<file path="src/ccdvp_consts.svh">
`ifndef CCDVP_CONSTS_SVH
`define CCDVP_CONSTS_SVH

// register indices, byte address is four times the index
`define CCDVP_IDX_GROUP_MAP 10'h008
`define CCDVP_IDX_BANK_SEQ 10'h009
`define CCDVP_IDX_A_START_LEN 10'h00a
`define CCDVP_IDX_A_REP_12 10'h00b
`define CCDVP_IDX_A_REP_34 10'h00c
`define CCDVP_IDX_B_START_LEN 10'h00d
`define CCDVP_IDX_B_REP 10'h00e
`define CCDVP_IDX_C_START_LEN 10'h00f
`define CCDVP_IDX_C_REP 10'h010
`define CCDVP_IDX_D_START_LEN 10'h011
`define CCDVP_IDX_D_REP 10'h012
`define CCDVP_IDX_HOLD_1 10'h013
`define CCDVP_IDX_HOLD_4 10'h016
`define CCDVP_IDX_BLK_START_END 10'h017
`define CCDVP_IDX_BLK_LEN_REP 10'h018
`define CCDVP_IDX_ODD_TOGGLE 10'h019
`define CCDVP_IDX_HOLD_ENABLE 10'h020
`define CCDVP_IDX_BLK_MODE 10'h030
`define CCDVP_IDX_STATUS 10'h031

// table slots and widths
`define CCDVP_SLOTS 18
`define CCDVP_REG_W 26
`define CCDVP_MASK_24 26'h0ffffff
`define CCDVP_MASK_22 26'h03fffff
`define CCDVP_MASK_25 26'h1ffffff
`define CCDVP_MASK_26 26'h3ffffff
`define CCDVP_HOLD_EN_W 21

// field positions
`define CCDVP_POS_LO 0
`define CCDVP_POS_HI 13
`define CCDVP_POS_W 13
`define CCDVP_BANK_W 5
`define CCDVP_SEQ_ADV_BIT 20
`define CCDVP_SEQ_RST_BIT 21
`define CCDVP_BLK_REP_LSB 13
`define CCDVP_BLK_REP_W 8
`define CCDVP_MASK_ODD_BIT 21
`define CCDVP_MASK_EVEN_BIT 22
`define CCDVP_MASK_LAST_BIT 23
`define CCDVP_MASK_THIRD_BIT 24
`define CCDVP_HOLD_EVEN_LSB 13
`define CCDVP_HOLD_ODD_LSB 17

// reset values
`define CCDVP_RESET_WORD 26'h0000000
`define CCDVP_RESET_MODE 2'h0

`endif

</file>
<file path="src/ccdvp_pkg.sv">
package ccdvp_pkg;

  typedef enum logic [1:0]
  {
    CCDVP_BLK_IDLE = 2'b00,
    CCDVP_BLK_RUN = 2'b01,
    CCDVP_BLK_DONE = 2'b11
  } ccdvp_blk_state_t;

  typedef enum logic [1:0]
  {
    CCDVP_MODE_NORMAL = 2'b00,
    CCDVP_MODE_REPEAT_AREA = 2'b01
  } ccdvp_blk_mode_t;

endpackage : ccdvp_pkg

</file>
<file path="src/ccdvp_regs.sv">
// Function
// - outputs 13-24 each pick a group, 2 bits
// - each group picks one of 32 banks
// - advance bit steps sequence at next line
// - restart bit reloads the region sequence number
// - group a start and length in one word
// - group a has four line-rotation repeat counts
// - groups b, c, d own start and length
// - groups b, c, d odd and even repeats
// - hold positions freeze vertical outputs
// - release positions let held patterns finish
// - blanking start and end positions
// - blanking length repeated by 8-bit count
// - odd hclocks masked to their polarity bit
// - even hclocks masked to their polarity bit
// - last-stage hclock masked to its bit
// - third-phase hclock masked in three-phase mode
// - odd-line toggles, ignored in mode 1
// - mode 0 toggles shape blanking, mode 1 not
// - hold acts only on enabled groups, per parity
`timescale 1ns/1ps
`include "ccdvp_consts.svh"
module ccdvp_regs (
  input wire logic pclk,
  input wire logic presetn,
  input wire logic psel,
  input wire logic penable,
  input wire logic pwrite,
  input wire logic [11:0] paddr,
  input wire logic [31:0] pwdata,
  output logic [31:0] prdata,
  output logic pready,
  output logic pslverr,
  input wire logic field_boundary_update,
  input wire logic line_start,
  input wire logic line_odd,
  input wire logic [1:0] line_index,
  input wire logic [12:0] hcount,
  input wire logic [4:0] region_sequence,
  input wire logic [3:0] group_level,
  input wire logic odd_hclock_in,
  input wire logic even_hclock_in,
  input wire logic last_stage_hclock_in,
  input wire logic third_phase_hclock_in,
  input wire logic three_phase_enable,
  output logic [11:0] upper_vout,
  output logic [19:0] vertical_pattern_bank,
  output logic [4:0] sequence_number,
  output logic [3:0] group_active,
  output logic [3:0] group_frozen,
  output logic horizontal_blanking,
  output logic odd_hclock,
  output logic even_hclock,
  output logic last_stage_hclock,
  output logic third_phase_hclock
);
  logic [`CCDVP_REG_W-1:0] shadow [0:`CCDVP_SLOTS-1];
  logic [`CCDVP_REG_W-1:0] live [0:`CCDVP_SLOTS-1];
  logic [`CCDVP_HOLD_EN_W-1:0] shadow_hold_en;
  logic [`CCDVP_HOLD_EN_W-1:0] live_hold_en;
  logic [1:0] shadow_mode;
  logic [1:0] live_mode;
  logic field_sync;
  logic field_sync_d;
  ccdvp_pkg::ccdvp_blk_state_t blk_state;
  ccdvp_pkg::ccdvp_blk_state_t next_blk_state;
  logic [12:0] blk_cnt;
  logic [7:0] blk_reps;
  logic toggle_level;
  logic [3:0] group_active_w;

  // bus decode
  wire [9:0] idx = paddr[11:2];
  wire in_table = (idx >= `CCDVP_IDX_GROUP_MAP) && (idx <= `CCDVP_IDX_ODD_TOGGLE);
  wire [4:0] slot = 5'(idx - `CCDVP_IDX_GROUP_MAP);
  wire is_hold_en = (idx == `CCDVP_IDX_HOLD_ENABLE);
  wire is_mode = (idx == `CCDVP_IDX_BLK_MODE);
  wire is_status = (idx == `CCDVP_IDX_STATUS);
  wire mapped = in_table || is_hold_en || is_mode || is_status;
  wire setup = psel && !penable;
  wire access = psel && penable;
  wire bad_access = !mapped || (pwrite && is_status);
  wire wr_en = access && pwrite && !bad_access;
  wire [`CCDVP_REG_W-1:0] slot_mask =
    (idx == `CCDVP_IDX_GROUP_MAP) ? `CCDVP_MASK_24 :
    (idx == `CCDVP_IDX_BANK_SEQ) ? `CCDVP_MASK_22 :
    (idx == `CCDVP_IDX_BLK_LEN_REP) ? `CCDVP_MASK_25 : `CCDVP_MASK_26;
  wire [31:0] status_word = {21'h000000, group_frozen, horizontal_blanking, line_odd,
    sequence_number};
  wire [31:0] table_word = in_table ? {6'h00, shadow[slot]} : 32'h00000000;
  wire [31:0] rd_word =
    in_table ? table_word :
    is_hold_en ? {11'h000, shadow_hold_en} :
    is_mode ? {30'h00000000, shadow_mode} :
    is_status ? status_word : 32'h00000000;
  wire field_pulse = field_sync && !field_sync_d;

  assign pready = 1'b1;
  assign pslverr = access && bad_access;

  // apb read data captured in setup phase
  always_ff @(posedge pclk or negedge presetn)
  begin
    if (!presetn)
      prdata <= 32'h00000000;
    else if (setup && !pwrite)
      prdata <= rd_word;
  end

  // software-visible shadow copies
  always_ff @(posedge pclk or negedge presetn)
  begin
    if (!presetn)
    begin
      for (int i = 0; i < `CCDVP_SLOTS; i++)
        shadow[i] <= `CCDVP_RESET_WORD;
      shadow_hold_en <= 21'h000000;
      shadow_mode <= `CCDVP_RESET_MODE;
    end
    else if (wr_en)
    begin
      if (in_table)
        shadow[slot] <= pwdata[`CCDVP_REG_W-1:0] & slot_mask;
      if (is_hold_en)
        shadow_hold_en <= pwdata[`CCDVP_HOLD_EN_W-1:0];
      if (is_mode)
        shadow_mode <= pwdata[1:0];
    end
  end

  // field boundary arrives from a pin
  ccdvp_sync2 u_field_sync (
    .pclk(pclk),
    .presetn(presetn),
    .async_in(field_boundary_update),
    .sync_out(field_sync)
  );

  always_ff @(posedge pclk or negedge presetn)
  begin
    if (!presetn)
      field_sync_d <= 1'b0;
    else
      field_sync_d <= field_sync;
  end

  // live copies load only at the boundary
  always_ff @(posedge pclk or negedge presetn)
  begin
    if (!presetn)
    begin
      for (int i = 0; i < `CCDVP_SLOTS; i++)
        live[i] <= `CCDVP_RESET_WORD;
      live_hold_en <= 21'h000000;
      live_mode <= `CCDVP_RESET_MODE;
    end
    else if (field_pulse)
    begin
      for (int i = 0; i < `CCDVP_SLOTS; i++)
        live[i] <= shadow[i];
      live_hold_en <= shadow_hold_en;
      live_mode <= shadow_mode;
    end
  end

  // live field views
  wire [`CCDVP_REG_W-1:0] map_word = live[0];
  wire [`CCDVP_REG_W-1:0] bank_word = live[1];
  wire seq_advance = bank_word[`CCDVP_SEQ_ADV_BIT];
  wire seq_restart = bank_word[`CCDVP_SEQ_RST_BIT];
  wire [`CCDVP_REG_W-1:0] blk_pos_word = live[15];
  wire [`CCDVP_REG_W-1:0] blk_len_word = live[16];
  wire [`CCDVP_REG_W-1:0] toggle_word = live[17];
  wire [12:0] blk_start = blk_pos_word[`CCDVP_POS_LO +: `CCDVP_POS_W];
  wire [12:0] blk_end = blk_pos_word[`CCDVP_POS_HI +: `CCDVP_POS_W];
  wire [12:0] blk_len = blk_len_word[`CCDVP_POS_LO +: `CCDVP_POS_W];
  wire [7:0] blk_rep = blk_len_word[`CCDVP_BLK_REP_LSB +: `CCDVP_BLK_REP_W];
  wire [12:0] toggle_1 = toggle_word[`CCDVP_POS_LO +: `CCDVP_POS_W];
  wire [12:0] toggle_2 = toggle_word[`CCDVP_POS_HI +: `CCDVP_POS_W];
  wire normal_mode = (live_mode != ccdvp_pkg::CCDVP_MODE_REPEAT_AREA);
  wire [3:0] hold_enable = line_odd ? live_hold_en[`CCDVP_HOLD_ODD_LSB +: 4] :
    live_hold_en[`CCDVP_HOLD_EVEN_LSB +: 4];

  // bank selection per group
  assign vertical_pattern_bank = bank_word[19:0];

  // sequence number stepping
  always_ff @(posedge pclk or negedge presetn)
  begin
    if (!presetn)
      sequence_number <= 5'h00;
    else if (line_start)
    begin
      if (seq_restart)
        sequence_number <= region_sequence;
      else if (seq_advance)
        sequence_number <= sequence_number + 5'h01;
    end
  end

  // hold windows, compared with the pixel counter
  logic [3:0] pair_hit;
  genvar p;
  generate
    for (p = 0; p < 4; p++)
    begin : g_hold
      wire [`CCDVP_REG_W-1:0] pair_word = live[11 + p];
      wire [12:0] hold_at = pair_word[`CCDVP_POS_LO +: `CCDVP_POS_W];
      wire [12:0] release_at = pair_word[`CCDVP_POS_HI +: `CCDVP_POS_W];
      assign pair_hit[p] = (hcount >= hold_at) && (hcount < release_at);
    end
  endgenerate

  wire hold_zone = |pair_hit;
  assign group_frozen = hold_enable & {4{hold_zone}};

  // per-group pattern timers
  genvar g;
  generate
    for (g = 0; g < 4; g++)
    begin : g_group
      wire [`CCDVP_REG_W-1:0] sl_word = (g == 0) ? live[2] : live[3 + 2 * g];
      wire [`CCDVP_REG_W-1:0] rep_a = line_index[1] ? live[4] : live[3];
      wire [12:0] rep_a_sel = line_index[0] ? rep_a[`CCDVP_POS_HI +: `CCDVP_POS_W] :
        rep_a[`CCDVP_POS_LO +: `CCDVP_POS_W];
      wire [`CCDVP_REG_W-1:0] rep_word = (g == 0) ? live[3] : live[4 + 2 * g];
      wire [12:0] rep_oe = line_odd ? rep_word[`CCDVP_POS_LO +: `CCDVP_POS_W] :
        rep_word[`CCDVP_POS_HI +: `CCDVP_POS_W];
      wire [12:0] rep_sel = (g == 0) ? rep_a_sel : rep_oe;
      ccdvp_group_timer u_timer (
        .pclk(pclk),
        .presetn(presetn),
        .line_start(line_start),
        .hcount(hcount),
        .start_pos(sl_word[`CCDVP_POS_LO +: `CCDVP_POS_W]),
        .length(sl_word[`CCDVP_POS_HI +: `CCDVP_POS_W]),
        .repeat_count(rep_sel),
        .frozen(group_frozen[g]),
        .active(group_active_w[g]),
        .position()
      );
    end
  endgenerate

  assign group_active = group_active_w;

  // upper vertical outputs follow their group unless held
  genvar v;
  generate
    for (v = 0; v < 12; v++)
    begin : g_vout
      wire [1:0] grp = map_word[2 * v +: 2];
      always_ff @(posedge pclk or negedge presetn)
      begin
        if (!presetn)
          upper_vout[v] <= 1'b0;
        else if (!group_frozen[grp])
          upper_vout[v] <= group_level[grp];
      end
    end
  endgenerate

  // blanking burst sequencer
  wire [12:0] blk_last = (blk_len == 13'h0000) ? 13'h0000 : blk_len - 13'h0001;
  wire burst_end = (blk_cnt == blk_last);
  wire reps_done = (blk_reps >= blk_rep);

  always_comb
  begin
    next_blk_state = blk_state;
    case (blk_state)
      ccdvp_pkg::CCDVP_BLK_IDLE:
        if (hcount == blk_start)
          next_blk_state = ccdvp_pkg::CCDVP_BLK_RUN;
      ccdvp_pkg::CCDVP_BLK_RUN:
        if ((hcount == blk_end) || (burst_end && reps_done))
          next_blk_state = ccdvp_pkg::CCDVP_BLK_DONE;
      ccdvp_pkg::CCDVP_BLK_DONE:
        next_blk_state = ccdvp_pkg::CCDVP_BLK_DONE;
      default:
        next_blk_state = ccdvp_pkg::CCDVP_BLK_IDLE;
    endcase
    if (line_start)
      next_blk_state = ccdvp_pkg::CCDVP_BLK_IDLE;
  end

  always_ff @(posedge pclk or negedge presetn)
  begin
    if (!presetn)
    begin
      blk_state <= ccdvp_pkg::CCDVP_BLK_IDLE;
      blk_cnt <= 13'h0000;
      blk_reps <= 8'h00;
    end
    else
    begin
      blk_state <= next_blk_state;
      if (blk_state != ccdvp_pkg::CCDVP_BLK_RUN)
      begin
        blk_cnt <= 13'h0000;
        blk_reps <= 8'h00;
      end
      else if (burst_end)
      begin
        blk_cnt <= 13'h0000;
        blk_reps <= blk_reps + 8'h01;
      end
      else
        blk_cnt <= blk_cnt + 13'h0001;
    end
  end

  // odd-line toggles act only in normal mode
  wire toggle_hit = (hcount == toggle_1) || (hcount == toggle_2);

  always_ff @(posedge pclk or negedge presetn)
  begin
    if (!presetn)
      toggle_level <= 1'b0;
    else if (line_start)
      toggle_level <= 1'b0;
    else if (normal_mode && line_odd && toggle_hit)
      toggle_level <= ~toggle_level;
  end

  wire blank_now = (blk_state == ccdvp_pkg::CCDVP_BLK_RUN) ^ toggle_level;

  // horizontal clock masking
  always_ff @(posedge pclk or negedge presetn)
  begin
    if (!presetn)
    begin
      horizontal_blanking <= 1'b0;
      odd_hclock <= 1'b0;
      even_hclock <= 1'b0;
      last_stage_hclock <= 1'b0;
      third_phase_hclock <= 1'b0;
    end
    else
    begin
      horizontal_blanking <= blank_now;
      odd_hclock <= blank_now ? blk_len_word[`CCDVP_MASK_ODD_BIT] : odd_hclock_in;
      even_hclock <= blank_now ? blk_len_word[`CCDVP_MASK_EVEN_BIT] : even_hclock_in;
      last_stage_hclock <= blank_now ? blk_len_word[`CCDVP_MASK_LAST_BIT] : last_stage_hclock_in;
      third_phase_hclock <= (blank_now && three_phase_enable) ?
        blk_len_word[`CCDVP_MASK_THIRD_BIT] : third_phase_hclock_in;
    end
  end
endmodule : ccdvp_regs

</file>
<file path="src/ccdvp_sync2.sv">
`timescale 1ns/1ps
module ccdvp_sync2 (
  input wire logic pclk,
  input wire logic presetn,
  input wire logic async_in,
  output logic sync_out
);
  logic stage1;

  always_ff @(posedge pclk or negedge presetn)
  begin
    if (!presetn)
    begin
      stage1 <= 1'b0;
      sync_out <= 1'b0;
    end
    else
    begin
      stage1 <= async_in;
      sync_out <= stage1;
    end
  end
endmodule : ccdvp_sync2

</file>
<file path="src/ccdvp_group_timer.sv">
`timescale 1ns/1ps
module ccdvp_group_timer (
  input wire logic pclk,
  input wire logic presetn,
  input wire logic line_start,
  input wire logic [12:0] hcount,
  input wire logic [12:0] start_pos,
  input wire logic [12:0] length,
  input wire logic [12:0] repeat_count,
  input wire logic frozen,
  output logic active,
  output logic [12:0] position
);
  logic done;
  logic [12:0] reps;
  wire [12:0] last_pos = (length == 13'h0000) ? 13'h0000 : length - 13'h0001;
  wire begin_hit = !active && !done && (hcount == start_pos);
  wire last_rep = (reps >= repeat_count);

  always_ff @(posedge pclk or negedge presetn)
  begin
    if (!presetn)
    begin
      active <= 1'b0;
      done <= 1'b0;
      position <= 13'h0000;
      reps <= 13'h0000;
    end
    else if (line_start)
    begin
      active <= 1'b0;
      done <= 1'b0;
      position <= 13'h0000;
      reps <= 13'h0000;
    end
    else if (begin_hit)
    begin
      active <= 1'b1;
      position <= 13'h0000;
    end
    else if (active && !frozen)
    begin
      if (position == last_pos)
      begin
        position <= 13'h0000;
        if (last_rep)
        begin
          active <= 1'b0;
          done <= 1'b1;
        end
        else
        begin
          reps <= reps + 13'h0001;
        end
      end
      else
      begin
        position <= position + 13'h0001;
      end
    end
  end
endmodule : ccdvp_group_timer

</file>
<file path="config.mk">
export PLATFORM = sky130hd
export DESIGN_NAME = ccdvp_regs
export DESIGN_NICKNAME = d
export VERILOG_FILES = /design/src/ccdvp_pkg.sv /design/src/ccdvp_regs.sv /design/src/ccdvp_sync2.sv /design/src/ccdvp_group_timer.sv
export VERILOG_INCLUDE_DIRS = /design/src
export SDC_FILE = /design/constraint.sdc
export NUM_CORES = 2
export LEC_CHECK = 0
export ABC_AREA = 1
export ABC_CLOCK_PERIOD_IN_PS = 3300
export BUFFER_PORTS_ARGS = -buffer_cell sky130_fd_sc_hd__buf_2
export CORE_MARGIN = 2
export CORE_UTILIZATION = 41
export DETAILED_ROUTE_END_ITERATION = 7
export HOLD_SLACK_MARGIN = 0.1
export PLACE_DENSITY_LB_ADDON = 0.3
export SLEW_MARGIN = 20
export SYNTH_ARGS = -nofsm -noshare
export SYNTH_HDL_FRONTEND = slang
export SYNTH_SLANG_ARGS = --single-unit
</file>
<file path="constraint.sdc">
create_clock -name pclk -period 3.3 [get_ports pclk]
set_input_delay 0.165 -clock pclk [delete_from_list [all_inputs] [get_ports pclk]]
set_output_delay 0.165 -clock pclk [all_outputs]
set_load 0.01 [all_outputs]
</file>
==> results.md <==
- P_int: 24.08 mW
- Most frequent cells in the layout: nand2_1 (1930), dfrtp_1 (1149), inv_1 (800)
- CP Capture Type: output pin
- Vias per std cell: 5.509
- Worst skew pair latency: 0.77 ns
- Post-synth EDFFs: 0
- Core Area: 0.1438 mm²
- Pre-antenna DRT Iters: 6
- Commonest non-fill, non-tap cell in the layout: nand2_1
- Initial core utilization: 41.35%
- Top_reg_cell synth: dfrtp_1
- Syn Area/Cell: 8.029 µm²
- Final hold vios: 0
- Synth Register Bits: 1149
- Die X: 384.9 µm
- Placed insts: 9333
- Startpoint types: flop
- Critical Path RT: 3.13 ns
- Kind of critical path: reg2out
- DP Wirelength: 151.5 mm
- Layout cells sized above 1: 9.883%
- Final nets: 7876
- Met3 GRT Util: 4.611%
- Post-DRT Antenna Nets: 0
- Grt met2 use: 42.31%
- Cell Area, Synth: 0.05948 mm²
- Top-area cell type share of the netlist area: 48.34%
- Status: finished clean
- Design Area, Final: 0.06841 mm²
- Clock buffer depth: 3
- Initial antenna violation count: 7
- Die Ht: 384.9 µm
- # setup viols final: 0
- Final Max Tran Viols: 0
- Mapped Cells: 7408
- Async set-or-reset flop fraction in the synthesized netlist: 100.0%
- Post-synth cell types: 55
- Final core utilization: 47.56%
- Worst Path Max Fanout: 13
- Worst Tran Pin Value: 1.224 ns
- CTS tree: yes
- Global-route wire length before repair: 311.4 mm
- DP Area: 0.06361 mm²
- Synth area leader: dfrtp_1
- Seq pwr share: 44.4%
- Synth-to-layout area growth: 15.02%
- Clk_skew: 0.04061 ns
- Met1 Track Usage GR: 38.40%
- Period minus WS final: 3.162 ns
- Row Count: 139
- Leak: 32.28 nW
- Fmax: 316.3 MHz
- Final Hold Slack: 0.1607 ns
- Worst hold path class: in2reg
- Largest cells by area after synthesis: dfrtp_1 (48%), nand2_1 (12%), inv_1 (5.1%), o21ai_0 (4.5%), ha_1 (3.8%)
- H-tree lvl count: 3
- DR vias: 53020
- Total power: 33.33 mW
- Initial DRC Count: 6243
- Clk pwr share: 42.8%
- Port bufs: 149
- Cell area power density: 487.2 mW/mm²
- Setup TNS: 0 ns
- CTS Buf Count: 121
- Combinational power share: 12.8%
- Most used routing layer in global routing: met2
- Clk sink count: 1149
- Clk slew on worst S/H paths: 0.06 ns
- Fill cell count: 13820
- Root buf cell: clkbuf_16
- Sw Pwr: 9.242 mW
- GPL Wtd Cong: 1.035
- Ys Warns: 0
- Total Wirelength: 206.8 mm
- Peak supply drop: 0.5639 mV
- DRC Markers: 0
- Vias in the first global route: 49580
- Final period util: 95.81%
- Number of max-cap violations: 0
- Gr ovfl total: 0
- Total GRT Usage: 27.78%
- Die Footprint: 0.1481 mm²
- Arrival @ worst endpoint: 3.00 ns
- Switch share: 27.73%
- Worst slack, placed: -0.2498 ns
- I/O pin count: 165
- Largest net degree at the start of global routing: 133
- Mean routed wirelength per cell: 21.48 µm
- Slew headroom: 18.28%
- Final worst slack: 0.1384 ns
- Cell Count, Final, Fillers Out: 9624
- Sequential share of the synthesized area: 48.34%
final timing paths:
| path | startpoint | endpoint | slack [ns] | cells after the start |
|---|---|---|---|---|
| max in group asynchronous | presetn | g_group[2].u_timer.position[9]$_DFFE_PN0P_ | 1.15 | 4 |
| worst min register to register | u_field_sync.stage1$_DFF_PN0_ | u_field_sync.sync_out$_DFF_PN0_ | 0.36 | 0 |
| min in group asynchronous | presetn | g_group[2].rep_word[6]$_DFFE_PN0P_ | 0.61 | 3 |
| worst min-delay path | last_stage_hclock_in | last_stage_hclock$_DFF_PN0_ | 0.16 | 4 |
| worst max-delay path | g_hold[1].pair_word[12]$_DFFE_PN0P_ | group_frozen[2] | 0.14 | 15 |
| worst max register to register | g_hold[1].pair_word[12]$_DFFE_PN0P_ | g_group[3].u_timer.done$_DFFE_PN0P_ | 0.30 | 19 |
critical path: stages, from the launching register on:
cell,delay [ns]
dfrtp_1,0.32
inv_1,0.05
ha_1,0.31
nand2_1,0.08
nor2_1,0.17
inv_1,0.06
nor2_1,0.09
nand2_1,0.06
nand3_1,0.12
nand2_1,0.07
nand2_1,0.16
nor2_4,0.05
buf_12,0.14
nor2_1,0.17
buf_12,0.19
buf_2,0.15
timing repair:
action / 4_1_cts / 5_1_grt
hold endpoints to repair: 1015 / 0
gates resized for setup: 4 / 8
setup endpoints to repair: 32 / 83
buffers inserted: 0 / 4
pin swaps: 0 / 3
hold buffers: 58 / 0
logic make-up after synthesis:
logic type	synth area share, %
AOI/OAI and AO/OA	14.09
xor gates and xnor gates	2.400
adders and majority gates	3.787
buffers and inverters	8.192
DFF	48.34
muxes	1.891
other	0.01263
and+or+nand+nor	21.29
layout make-up:
type	count	area, µm²	share of cell area, %
Sequential cell	1149	28750	42.03
Multi-Input combinational cell	5036	25950	37.94
Timing Repair Buffer	491	4119	6.021
Clock buffer	172	3531	5.162
Inverter	816	3063	4.477
Tap cell	1903	2381	3.481
Clock inverter	56	604.3	0.8834
Antenna cell	1	2.502	0.003658
cells in the mapped netlist, drive strengths merged (2+ instances only):
master,count
o211ai,7
nor4,24
a32o,15
o221ai,47
nand2,1945
o21a,2
o31ai,7
o22ai,165
a31oi,2
ha,180
nor2,526
and2,6
nand3b,14
nor3b,5
a211oi,4
a22oi,44
a21oi,226
xnor2,48
clkbuf,252
a211o,2
conb,2
dfrtp,1149
mux2i,37
o21ai,980
inv,811
buf,160
or2,8
o2111ai,2
o311ai,3
clkinv,5
nor3,56
nand4,203
nand3,267
a22o,10
a221oi,2
xor2,115
o21bai,5
mux2,67
a221o,2
per-layer routing:
metal	vias up	share of wire (%)
li1	24810	-
met1	25540	42
met2	2253	44
met3	401	8.3
met4	8	5.2
met5	-	0.023
registers in the layout, indices dropped and copies added (netlist names), 13 cells and up:
signal and count:
shadow 468, g_group.sl_word 104, g_hold.pair_word 104, g_group.rep_word 104, blk_pos_word 26, blk_len_word 25, map_word 24, prdata 26
shadow_hold_en 21, toggle_word 26, blk_cnt 13, live 26, bank_word 22, g_group.u_timer.reps 52, g_group.u_timer.position 52
power by group through the flow:
stage | Clock [mW] | Combinational [mW] | Sequential (mW)
3_5_place_dp | 0 | 4.14 | 15.0
3_3_place_gp | 0 | 4.06 | 15.0
2_1_floorplan | 0 | 2.41 | 14.9
6_report | 14.3 | 4.27 | 14.8
5_1_grt | 15.0 | 4.74 | 14.8
4_1_cts | 14.4 | 4.22 | 14.8
(Power assumes the default switching activity.)
